**config.mk**
```make
export PLATFORM = sky130hd
export DESIGN_NAME = iiec_ctrl
export DESIGN_NICKNAME = d
export VERILOG_FILES = /design/src/inc/iiec_pkg.sv /design/src/core/iiec_ctrl.sv /design/src/core/iiec_sync.sv
export SDC_FILE = /design/constraint.sdc
export NUM_CORES = 1
export LEC_CHECK = 0
export BUFFER_PORTS_ARGS = -buffer_cell sky130_fd_sc_hd__buf_2
export CORE_ASPECT_RATIO = 1.2
export CORE_UTILIZATION = 47
export CTS_CLUSTER_DIAMETER = 150
export DETAILED_ROUTE_END_ITERATION = 8
export PLACE_DENSITY = 0.84
export SETUP_SLACK_MARGIN = 0.5
export SLEW_MARGIN = 10
export SYNTH_ARGS = -nofsm -noshare
export SYNTH_HDL_FRONTEND = slang
export SYNTH_HIERARCHICAL = 1
export SYNTH_SLANG_ARGS = --single-unit
```
**constraint.sdc**
```tcl
create_clock -name i_clk -period 1.5 [get_ports i_clk]
set_input_delay 0.075 -clock i_clk [delete_from_list [all_inputs] [get_ports i_clk]]
set_output_delay 0.075 -clock i_clk [all_outputs]
set_load 0.05 [all_outputs]
```
**src/inc/iiec_pkg.sv**
```systemverilog
// Constants and types for the I2C interrupt enable and stretch control block
//
// Notes on behaviour
// - Timeout flag interrupts the CPU only while its enable bit is set.
// - Own slave address match interrupts the CPU only while its enable is set.
// - Arbitration loss flag interrupts the CPU only while its enable is set.
// - NACK flag interrupts the CPU only while its enable is set.
// - General call address is answered and flagged only while its enable is set.
// - Receiver overrun flag interrupts the CPU only while its enable is set.
// - Stretch enable holds SCL low at the selected clock end; cleared, never stretch.
// - Upper 21 bits of the enable register always read as zero.
// - Enable register clears to zero on every reset.
// - Start, transmit, receive and stretch flags gated by the four lowest enables.
`default_nettype none

package iiec_pkg;
  localparam int unsigned IIEC_AW = 5;
  localparam int unsigned IIEC_DW = 32;
  localparam logic [IIEC_AW-1:0] IIEC_OFS_ENABLE = 5'h00;
  localparam logic [IIEC_AW-1:0] IIEC_OFS_STATUS = 5'h04;
  localparam logic [IIEC_AW-1:0] IIEC_OFS_CLEAR = 5'h08;
  localparam logic [IIEC_AW-1:0] IIEC_OFS_CONFIG = 5'h0c;
  // Event bit positions, shared by enable, status and clear
  localparam int unsigned IIEC_EV_START = 0;
  localparam int unsigned IIEC_EV_TX = 1;
  localparam int unsigned IIEC_EV_RX = 2;
  localparam int unsigned IIEC_EV_STRETCH = 3;
  localparam int unsigned IIEC_EV_TIMEOUT = 4;
  localparam int unsigned IIEC_EV_AMATCH = 5;
  localparam int unsigned IIEC_EV_ARBLOSS = 6;
  localparam int unsigned IIEC_EV_NACK = 7;
  localparam int unsigned IIEC_EV_GCALL = 8;
  localparam int unsigned IIEC_EV_OVERRUN = 9;
  localparam int unsigned IIEC_NEV = 10;
  localparam int unsigned IIEC_STR_EN = 10;
  localparam int unsigned IIEC_EN_W = 11;
  localparam logic [IIEC_EN_W-1:0] IIEC_ENABLE_RST = 11'h000;
  // Config register fields
  localparam int unsigned IIEC_CFG_ADDR_LSB = 0;
  localparam int unsigned IIEC_CFG_SEL = 8;
  localparam logic [6:0] IIEC_OWN_ADDR_RST = 7'h50;
  localparam logic [6:0] IIEC_GC_ADDR = 7'h00;
  localparam logic IIEC_SEL_BIT8 = 1'b0;
  localparam logic IIEC_SEL_BIT9 = 1'b1;
  localparam logic [3:0] IIEC_CNT_BYTE = 4'h8;
  localparam logic [3:0] IIEC_CNT_ACK = 4'h9;
  typedef enum logic [4:0] {
    st_idle = 5'b00001,
    st_addr = 5'b00010,
    st_ack = 5'b00100,
    st_data = 5'b01000,
    st_skip = 5'b10000
  } iiec_state_e;
endpackage

`default_nettype wire
```
**src/core/iiec_ctrl.sv**
```systemverilog
// I2C interrupt enable, event status, general call and clock stretch control
`default_nettype none

module iiec_ctrl
  import iiec_pkg::*;
#(
  parameter logic [6:0] OWN_ADDR_RST = IIEC_OWN_ADDR_RST
) (
  input wire logic i_clk,
  input wire logic i_nrst,
  input wire logic [IIEC_AW-1:0] i_avs_address,
  input wire logic i_avs_read,
  input wire logic i_avs_write,
  input wire logic [IIEC_DW-1:0] i_avs_writedata,
  input wire logic [3:0] i_avs_byteenable,
  output logic [IIEC_DW-1:0] o_avs_readdata,
  output logic o_avs_waitrequest,
  input wire logic i_tx_done,
  input wire logic i_rx_ready,
  input wire logic i_timeout,
  input wire logic i_arb_lost,
  input wire logic i_nack,
  input wire logic i_rx_overrun,
  input wire logic i_scl,
  input wire logic i_sda,
  output logic o_scl_o,
  output logic o_scl_oe,
  output logic o_sda_o,
  output logic o_sda_oe,
  output logic o_irq
);

  logic [IIEC_EN_W-1:0] enable;
  logic [IIEC_NEV-1:0] evt_status;
  logic [6:0] own_slave_address;
  logic stretch_point_select;
  iiec_state_e state;
  iiec_state_e next_state;
  logic [3:0] bit_cnt;
  logic [3:0] next_bit_cnt;
  logic [7:0] shreg;
  logic stretch_hold;
  logic next_stretch_hold;
  logic scl_d;
  logic sda_d;
  logic [1:0] pins_s;

  // Bus pins resynchronised before any logic looks at them
  iiec_sync #(
    .W(2),
    .RST_VAL(2'h3)
  ) u_sync (
    .i_clk(i_clk),
    .i_nrst(i_nrst),
    .i_d({i_scl, i_sda}),
    .o_q(pins_s)
  );

  wire scl_s = pins_s[1];
  wire sda_s = pins_s[0];
  wire scl_rise = scl_s & ~scl_d;
  wire scl_fall = ~scl_s & scl_d;
  wire start_det = scl_s & scl_d & sda_d & ~sda_s;
  wire stop_det = scl_s & scl_d & ~sda_d & sda_s;

  // Register bus decode
  wire bus_req = i_avs_read | i_avs_write;
  wire wr_commit = i_avs_write & ~o_avs_waitrequest;
  wire rd_load = i_avs_read & o_avs_waitrequest;
  wire sel_enable = i_avs_address == IIEC_OFS_ENABLE;
  wire sel_status = i_avs_address == IIEC_OFS_STATUS;
  wire sel_clear = i_avs_address == IIEC_OFS_CLEAR;
  wire sel_config = i_avs_address == IIEC_OFS_CONFIG;
  wire [15:0] lane_mask = {{8{i_avs_byteenable[1]}}, {8{i_avs_byteenable[0]}}};
  wire [15:0] wdata = i_avs_writedata[15:0];
  wire [15:0] wbits = wdata & lane_mask;
  wire wr_enable = wr_commit & sel_enable;
  wire wr_clear = wr_commit & sel_clear;
  wire wr_config = wr_commit & sel_config;

  // Only the eleven defined bits are stored; the rest read back as zero
  wire [IIEC_EN_W-1:0] en_mask = lane_mask[IIEC_EN_W-1:0];
  wire [IIEC_EN_W-1:0] next_enable =
    (enable & ~en_mask) | (wdata[IIEC_EN_W-1:0] & en_mask);

  wire [IIEC_NEV-1:0] clr_bits = wr_clear ? wbits[IIEC_NEV-1:0] : '0;
  wire str_en = enable[IIEC_STR_EN];
  wire gc_en = enable[IIEC_EV_GCALL];

  wire [15:0] cfg_word = {7'h00, stretch_point_select, 1'b0, own_slave_address};
  wire [15:0] en_word = {5'h00, enable};
  wire [15:0] st_word = {6'h00, evt_status};
  wire [15:0] rd_word =
    sel_enable ? en_word :
    sel_status ? st_word :
    sel_config ? cfg_word :
    16'h0000;

  // Address byte evaluation
  wire [6:0] rx_addr = shreg[7:1];
  wire addr_hit = (rx_addr == own_slave_address) && (rx_addr != IIEC_GC_ADDR);
  wire gc_hit = (rx_addr == IIEC_GC_ADDR) && gc_en;
  wire addr_done = (state == st_addr) && scl_fall && (bit_cnt == IIEC_CNT_BYTE);
  wire addr_evt = addr_done & addr_hit;
  wire gc_evt = addr_done & gc_hit;

  // Selected end of clock for stretching: eighth or ninth clock of a byte
  wire end_bit8 = scl_fall && (bit_cnt == IIEC_CNT_BYTE) &&
    ((state == st_data) || (addr_done && (addr_hit || gc_hit)));
  wire end_bit9 = scl_fall &&
    ((state == st_ack) || ((state == st_data) && (bit_cnt == IIEC_CNT_ACK)));
  wire stretch_point = (stretch_point_select == IIEC_SEL_BIT9) ? end_bit9 : end_bit8;
  wire stretch_go = str_en & stretch_point & ~stretch_hold;

  wire [IIEC_NEV-1:0] events = {
    i_rx_overrun,
    gc_evt,
    i_nack,
    i_arb_lost,
    addr_evt,
    i_timeout,
    stretch_go,
    i_rx_ready,
    i_tx_done,
    start_det
  };

  // Set wins over a clear in the same cycle
  wire [IIEC_NEV-1:0] next_status = (evt_status & ~clr_bits) | events;

  // Each flag gated by its own enable, merged into one level
  wire [IIEC_NEV-1:0] irq_src = evt_status & enable[IIEC_NEV-1:0];
  wire next_irq = |irq_src;

  // Link state machine
  always_comb begin
    next_state = state;
    next_bit_cnt = bit_cnt;
    case (state)
      st_idle: begin
        next_state = st_idle;
      end
      st_addr: begin
        if (scl_rise) begin
          next_bit_cnt = bit_cnt + 4'h1;
        end
        if (addr_done) begin
          next_state = (addr_hit || gc_hit) ? st_ack : st_skip;
        end
      end
      st_ack: begin
        if (scl_fall) begin
          next_state = st_data;
          next_bit_cnt = 4'h0;
        end
      end
      st_data: begin
        if (scl_rise) begin
          next_bit_cnt = bit_cnt + 4'h1;
        end else if (scl_fall && (bit_cnt == IIEC_CNT_ACK)) begin
          next_bit_cnt = 4'h0;
        end
      end
      st_skip: begin
        next_state = st_skip;
      end
      default: begin
        next_state = st_idle;
        next_bit_cnt = 4'h0;
      end
    endcase
    if (stop_det) begin
      next_state = st_idle;
      next_bit_cnt = 4'h0;
    end else if (start_det) begin
      next_state = st_addr;
      next_bit_cnt = 4'h0;
    end
  end

  // Stretch held until software clears its flag or turns stretching off
  always_comb begin
    next_stretch_hold = stretch_hold;
    if (stretch_go) begin
      next_stretch_hold = 1'b1;
    end else if (clr_bits[IIEC_EV_STRETCH]) begin
      next_stretch_hold = 1'b0;
    end
    if (!str_en) begin
      next_stretch_hold = 1'b0;
    end
  end

  always_ff @(posedge i_clk) begin
    if (!i_nrst) begin
      o_avs_waitrequest <= 1'b1;
      o_avs_readdata <= '0;
    end else begin
      o_avs_waitrequest <= ~(bus_req & o_avs_waitrequest);
      if (rd_load) begin
        o_avs_readdata <= {16'h0000, rd_word};
      end
    end
  end

  always_ff @(posedge i_clk) begin
    if (!i_nrst) begin
      enable <= IIEC_ENABLE_RST;
    end else if (wr_enable) begin
      enable <= next_enable;
    end
  end

  always_ff @(posedge i_clk) begin
    if (!i_nrst) begin
      own_slave_address <= OWN_ADDR_RST;
      stretch_point_select <= IIEC_SEL_BIT8;
    end else if (wr_config) begin
      if (i_avs_byteenable[0]) begin
        own_slave_address <= wdata[IIEC_CFG_ADDR_LSB +: 7];
      end
      if (i_avs_byteenable[1]) begin
        stretch_point_select <= wdata[IIEC_CFG_SEL];
      end
    end
  end

  always_ff @(posedge i_clk) begin
    if (!i_nrst) begin
      evt_status <= '0;
      o_irq <= 1'b0;
    end else begin
      evt_status <= next_status;
      o_irq <= next_irq;
    end
  end

  always_ff @(posedge i_clk) begin
    if (!i_nrst) begin
      scl_d <= 1'b1;
      sda_d <= 1'b1;
      shreg <= '0;
    end else begin
      scl_d <= scl_s;
      sda_d <= sda_s;
      if (scl_rise) begin
        shreg <= {shreg[6:0], sda_s};
      end
    end
  end

  always_ff @(posedge i_clk) begin
    if (!i_nrst) begin
      state <= st_idle;
      bit_cnt <= 4'h0;
    end else begin
      state <= next_state;
      bit_cnt <= next_bit_cnt;
    end
  end

  // Open-drain outputs only ever pull low
  always_ff @(posedge i_clk) begin
    if (!i_nrst) begin
      stretch_hold <= 1'b0;
      o_scl_oe <= 1'b0;
      o_sda_oe <= 1'b0;
      o_scl_o <= 1'b0;
      o_sda_o <= 1'b0;
    end else begin
      stretch_hold <= next_stretch_hold;
      o_scl_oe <= next_stretch_hold;
      o_sda_oe <= next_state == st_ack;
      o_scl_o <= 1'b0;
      o_sda_o <= 1'b0;
    end
  end
endmodule // iiec_ctrl

`default_nettype wire

```
**src/core/iiec_sync.sv**
```systemverilog
// Two-stage synchroniser for pins from outside the clock domain
`default_nettype none

module iiec_sync #(
  parameter int unsigned W = 2,
  parameter logic [W-1:0] RST_VAL = '1
) (
  input wire logic i_clk,
  input wire logic i_nrst,
  input wire logic [W-1:0] i_d,
  output logic [W-1:0] o_q
);
  logic [W-1:0] meta;

  always_ff @(posedge i_clk) begin
    if (!i_nrst) begin
      meta <= RST_VAL;
      o_q <= RST_VAL;
    end else begin
      meta <= i_d;
      o_q <= meta;
    end
  end
endmodule // iiec_sync

`default_nettype wire

```
==> results of run 1 <==
cells in the mapped netlist, types with 5 or more instances:
cell | number | area share [%]
a21oi_1 | 28 | 4.4
a22oi_1 | 11 | 2.6
a31oi_1 | 10 | 2.0
buf_4 | 23 | 5.4
clkbuf_1 | 13 | 1.5
dfxtp_1 | 67 | 42
mux2i_1 | 18 | 5.7
nand2_1 | 34 | 4.0
nand2b_1 | 8 | 1.6
nand3_1 | 9 | 1.4
nor2_1 | 48 | 5.7
nor3_1 | 8 | 1.3
o21ai_0 | 23 | 3.6
xnor2_1 | 5 | 1.4
stage by stage:
stage / utilization, % / TNS [ns] / hold WS (ns)
after global placement: 57.8 / -0.129 / 0.257
after detailed placement: 57.8 / -0.444 / 0.259
after global routing: 76.4 / -2.65 / 0.0327
final: 76.4 / -1.58 / 0.0127
after CTS: 69.8 / -0.446 / 0.00598
after floorplan: - / -0.0397 / 0.148
timing repair:
item / CTS / global route
endpoints found under the hold margin: 12 / 0
cloned: 0 / 0
hold buffers: 12 / 0
endpoints found under the setup margin: 70 / 70
resized for setup: 87 / 89
setup buffers: 13 / 7
pin swaps: 27 / 37
power groups by stage:
| stage | clock network [mW] | registers (mW) | logic (mW) |
|---|---|---|---|
| floorplan | 0 | 1.95 | 0.321 |
| global placement | 0 | 1.89 | 0.460 |
| detailed placement | 0 | 1.89 | 0.467 |
| CTS | 1.85 | 1.85 | 0.580 |
| global route | 1.98 | 1.85 | 0.736 |
| finish | 1.90 | 1.85 | 0.719 |
cells by family after synthesis:
logic type | count (synthesis) | synth area share, %
other cells | 1 | 0.118
simple gates | 136 | 20.8
fa+ha+maj | 3 | 1.18
buf+inv | 45 | 8.15
flops | 67 | 42.2
xor+xnor | 8 | 2.21
mux | 18 | 5.67
compound gates | 98 | 19.7
critical path, stage by stage, from the launching register on:
cell and delay, ns:
dfxtp_4 0.37, or3_4 0.41, a211o_1 0.29, a31oi_2 0.21, o211ai_1 0.17, a21oi_1 0.21
how the worst max path moves through the flow:
stage	startpoint	endpoint	slack, ns	depth (start not counted)
finish	state[4]	stretch_hold	-0.25	5
global route	state[4]	stretch_hold	-0.27	5
CTS	scl_d	bit_cnt[3]	-0.09	5
detailed placement	state[2]	bit_cnt[3]	-0.1	4
global placement	u_sync/o_q[1]	bit_cnt[3]	-0.04	5
floorplan	scl_d	bit_cnt[3]	-0.03	5
layout make-up:
type                    count  area, um2  area share, %
clock buffers              10        128           2.58
clock inverters             6        114           2.30
inverters                   5       18.8          0.379
multi-input cells         286       2270           45.8
flip-flops and latches     67       1390           28.0
well taps                  85        106           2.15
repair buffers            112        933           18.8
metal layers:
layer,vias up,wire [um],GRT usage (%),part of all wire [%]
met1,1729,4480,30.9,33
met5,-,0,0,0
met2,350,6520,54.5,49
li1,1504,-,-,-
met3,105,1310,6.67,9.8
met4,0,1080,18.7,8.0
==> summary.md, run 1 <==
| Metric | Value |
|---|---|
| Total Routing Usage GR | 30.0% |
| GRT overflow | 0 |
| Commonest non-fill, non-tap cells in the layout | 45 x nor2_1, 45 x dfxtp_1, 38 x buf_4, 30 x buf_2, 28 x buf_6 |
| Cts bufs inserted | 9 |
| Worst setup SP type | flip-flop |
| Crit path time final | 1.75 ns |
| Post-Place Setup Slack | -0.0983 ns |
| FF-to-FF path depth | 5 |
| # rows | 32 |
| Final period util | 117% |
| Worst Path Arrival | 2.03 ns |
| Area added between synthesis and finish | 55.9% |
| DRC viols | 0 |
| Vias/cell | ~6.5 |
| Worst-skew pair later-pin latency | 0.37 ns |
| CTS H-tree depth | 3 |
| Internal | 3.16 mW |
| Final hold vios | 0 |
| Filler-free cell count of the finished design | 571 |
| Maxcap violations | 0 |
| Drt wl/cell | around 23 um |
| Antenna cells | 0 |
| Setup WS post-layout | -0.250 ns |
| Leak pwr | 1.99 nW |
| Routed via count | 3688 |
| Post-synth EDFFs | 0 |
| Placed Cells | approximately 520 |
| Hold Path Depth | 3 |
| Mapped Cells | 376 |
| TritonCTS clock tree | done |
| Unrepaired setup endpoints after global routing | true |
| FF-to-FF Start | state[4] |
| Area after DPL | 0.00375 mm2 |
| Fin nets | 537 |
| DRT Pass-1 Iters | 8 |
| Worst hold start | i_avs_writedata[7] |
| Worst Skew | 0.00822 ns |
| Io pins | 91 |
| Die height | 92.1 um |
| Longest Clk Path Bufs | 2 |
| Clock power share | 42.5% |
| First-pass GRT wire length | ~16000 um |
| Clock tree root buffer cell | clkbuf_8 |
| Reg-to-Reg End | stretch_hold |
| Seq/Total Area, Yosys | 42.2% |
| Number of global-route vias before repair | 3397 |
| Failing checks | setup timing |
| IO Port Bufs | 44 |
| Sw power | 1.31 mW |
| Hold Crit Class | input pin to flip-flop |
| Detailed Route WL | ~13000 um |
| Worst R2R Setup Slack | -0.25 ns |
| Yosys reg bits | 67 |
| Drt initial violations | 393 |
| Max-slew violation count | 0 |
| Area of the core | 0.00649 mm2 |
| Syn. warnings | 6 |
| Die area | 0.00709 mm2 |
| Max Freq | about 0.57 GHz |
| Detail Route Antenna Nets | 0 |
| Switching Fraction | a little under 30% |
| Top FF cell, synth | dfxtp_1 |
| Async S/R FF share, synth | 0% |
| Pwr/cell area | between 900 and 1000 mW/mm2 |
| Required time of the critical path | 1.78 ns |
| Post-DP HPWL | 5670 um |
| Sequential Power Share | 41.4% |
| Worst setup EP type | flip-flop |
| Fill count | roughly 340 |
| Avg Synthesized Cell Area | 8.45 um2 |
| Synth cell types | 52 |
| Total Power | 4.48 mW |
| Final setup viols | 23 |
| Initial Utilization | 49.0% |
| Combinational Power Share | 16.1% |
| Worst-path clk slew | 0.08 ns |
| Die width | between 70 and 80 um |
| Cell area after layout | 0.00495 mm2 |
| Post-Syn Area | 0.00318 mm2 |
| Crit path kind | flip-flop to flip-flop |
| Worst VDD drop | 0.801 mV |
| Status | finished, violations left |
| Crit Path Max Fanout | 6 |
| CTS sink count | 67 |
| Fraction of layout cells with a size suffix above 1 | a little under 50% |
| Largest net degree at the start of global routing | 29 |
| Final GP Congestion | 0.859 |
| Initial antenna violation count | 0 |
No activity file was read; power rests on OpenSTA's default activity.
==> inputs of run 2 (changes only) <==
--- a/config.mk
+++ b/config.mk
@@ -7,10 +7,10 @@
 export LEC_CHECK = 0
 export BUFFER_PORTS_ARGS = -buffer_cell sky130_fd_sc_hd__buf_2
 export CORE_ASPECT_RATIO = 1.2
-export CORE_UTILIZATION = 47
+export CORE_UTILIZATION = 52
 export CTS_CLUSTER_DIAMETER = 150
 export DETAILED_ROUTE_END_ITERATION = 8
-export PLACE_DENSITY = 0.84
+export PLACE_DENSITY = 0.88
 export SETUP_SLACK_MARGIN = 0.5
 export SLEW_MARGIN = 10
 export SYNTH_ARGS = -nofsm -noshare
==> constraint.sdc (replaced) <==
create_clock -name i_clk -period 2 [get_ports i_clk]
set_input_delay 0.1 -clock i_clk [delete_from_list [all_inputs] [get_ports i_clk]]
set_output_delay 0.1 -clock i_clk [all_outputs]
set_load 0.05 [all_outputs]
==> run 2 against run 1 <==
  * The flow now finishes without violations
  * Critical path depth unchanged
  * Clock power is 26% lower
  * First-iteration DRC count decreased by 62%
  * Highest routed layer unchanged
  * Core utilization down 8.7 points
  * Final area decreased by 21%
==> summary.md, run 2 (synthesized netlist as in run 1, its figures left out) <==
| Metric | Value |
|---|---|
| Status | complete, no violations |
| Area of the core | 0.00578 mm2 (-11%) |
| Fin nets | 491 (-8.6%) |
| Die width | 73.4 um (-4.8%) |
| Number of global-route vias before repair | 2930 (-14%) |
| # rows | 30 (-6.3%) |
| Initial antenna violation count | 0 (unchanged) |
| Worst VDD drop | 0.606 mV (-24%) |
| Switching Fraction | 26.0% (-3.4 points) |
| GRT overflow | 0 (unchanged) |
| Final hold vios | 0 (unchanged) |
| GR peak layer | met2 |
| Sw power | 0.813 mW (-38%) |
| Unrepaired setup endpoints after global routing | true |
| TritonCTS clock tree | done |
| Leak pwr | 1.54 nW (-22%) |
| Vias/cell | 5.68 (-12%) |
| DRT Pass-1 Iters | 4 (-4) |
| Post-Place Setup Slack | 0.313 ns (+0.412 ns) |
| Clock tree root buffer cell | clkbuf_8 |
| Post-DP HPWL | 5370 um (-5.4%) |
| Required time of the critical path | 2.29 ns (+0.51 ns) |
| CTS H-tree depth | 3 (unchanged) |
| First-pass GRT wire length | 13200 um (-20%) |
| Worst Path Arrival | 1.96 ns (-0.07 ns) |
| Detailed Route WL | 8090 um (-40%) |
| Commonest non-fill, non-tap cells in the layout | 59 x dfxtp_1, 47 x nor2_1, 44 x buf_2, 32 x nand2_1, 27 x a21oi_1 |
| Worst setup SP type | flip-flop |
| Total Routing Usage GR | 26.8% (-3.1 points) |
| Worst-skew pair later-pin latency | 0.36 ns (about the same) |
| Max-slew violation count | 0 (unchanged) |
| Largest net degree at the start of global routing | 46 (+59%) |
| Commonest non-fill, non-tap cell in the layout | dfxtp_1 |
| Multi-input logic area | 0.00176 mm2 (-22%) |
| Initial Utilization | 55.0% (+6.0 points) |
| Max Freq | 0.596 GHz (+4.3%) |
| Sequential Power Share | 44.3% (+2.9 points) |
| Antenna cells | 0 (unchanged) |
| Final GP Congestion | 0.897 (+4.4%) |
| CTS sink count | 67 (unchanged) |
| Hold Crit Class | input pin to flip-flop |
| Sequential Area | 0.00136 mm2 (-1.8%) |
| Final setup viols | 0 (-100%) |
| IO Port Bufs | 44 (unchanged) |
| Die area | 0.00643 mm2 (-9.4%) |
| Met1 Track Usage GR | 28.3% (-2.6 points) |
| Final period util | 83.9% (-33 points) |
| Combinational Power Share | 11.1% (-5.0 points) |
| DRC viols | 0 (unchanged) |
| Area added between synthesis and finish | 23.1% |
| Maxcap violations | 0 (unchanged) |
| Worst setup EP type | flip-flop |
| Met3 usage | 6.56% (-0.11 points) |
| Pwr/cell area | 800 mW/mm2 (-11%) |
| Fraction of layout cells with a size suffix above 1 | 23.2% (-25 points) |
| Worst-path clk slew | 0.08 ns (about the same) |
| Accumulated negative setup slack | 0 ns (+1.58 ns) |
| Drt initial violations | 148 (-62%) |
| Worst Skew | 0.0141 ns (+0.00590 ns) |
| Crit Path Max Fanout | 6 (unchanged) |
| Clock power share | 44.7% (+2.2 points) |
| Io pins | 91 (unchanged) |
| Die height | 87.6 um (-4.8%) |
| Routed via count | 2952 (-20%) |
| Fill count | 452 (+32%) |
| Cts bufs inserted | 9 (unchanged) |
| Drt wl/cell | 15.6 um (-34%) |
| Detail Route Antenna Nets | 0 (unchanged) |
| Longest Clk Path Bufs | 2 (unchanged) |
| GR Layer Usage met2 | 47.5% (-7.0 points) |
| Setup WS post-layout | 0.323 ns (+0.572 ns) |
| Internal | 2.32 mW (-27%) |
| Crit path kind | flip-flop to flip-flop |
| Crit path time final | 1.68 ns (-0.0722 ns) |
| Total Power | 3.13 mW (-30%) |
## run 2: worst max-delay path, cell delays in order (launching register included)
cell	delay, ns
dfxtp_4	0.37
and4bb_2	0.36
a211oi_4	0.08
o21a_2	0.26
or4_1	0.40
a21oi_1	0.13
## run 2: metrics by stage
stage	utilization, %	area (um2)	hold slack, ns	cells
finish	67.6	3910	0.0191	520
global route	67.6	3910	0.0202	520
CTS	66.5	3840	0.000841	519
detailed placement	58.7	3390	0.289	486
global placement	58.7	3390	0.280	486
floorplan	-	3270	0.173	398
## run 2: final timing paths
check / from / slack (ns) / cells past startpoint / endpoint
worst max-delay path: u_sync/o_q[1] / 0.32 / 5 / bit_cnt[3]
worst min-delay path: i_avs_writedata[9] / 0.02 / 3 / flip-flop
worst max register to register: u_sync/o_q[1] / 0.32 / 5 / bit_cnt[3]
worst min register to register: u_sync/meta[1] / 0.41 / 1 / u_sync/o_q[1]
## run 2: timing repair
item,4_1_cts,5_1_grt
gates resized for setup,13,18
endpoints found under the hold margin,11,0
setup endpoints to repair,10,27
pin swaps,0,8
gates cloned,0,0
buffers inserted,5,1
hold buffers,12,0
## run 2: area by class of cell
cell class	count	share of cell area, %
Clock inverter	6	2.88
Tap cell	80	2.56
Sequential cell	67	34.8
Multi-Input combinational cell	286	45.1
Clock buffer	10	3.52
Timing Repair Buffer	66	10.6
Inverter	5	0.480
## run 2: power by group through the flow
| stage | Clock (mW) | Combinational, mW | Sequential, mW |
|---|---|---|---|
| floorplan | 0 | 0.224 | 1.46 |
| global placement | 0 | 0.308 | 1.42 |
| detailed placement | 0 | 0.313 | 1.42 |
| CTS | 1.40 | 0.339 | 1.39 |
| global route | 1.47 | 0.370 | 1.39 |
| finish | 1.40 | 0.347 | 1.39 |
## run 2: layer usage
metal | vias to the layer above | part of all wire, %
li1 | 1411 | -
met1 | 1404 | 38
met2 | 114 | 53
met3 | 23 | 4.9
met4 | 0 | 3.2
met5 | - | 0
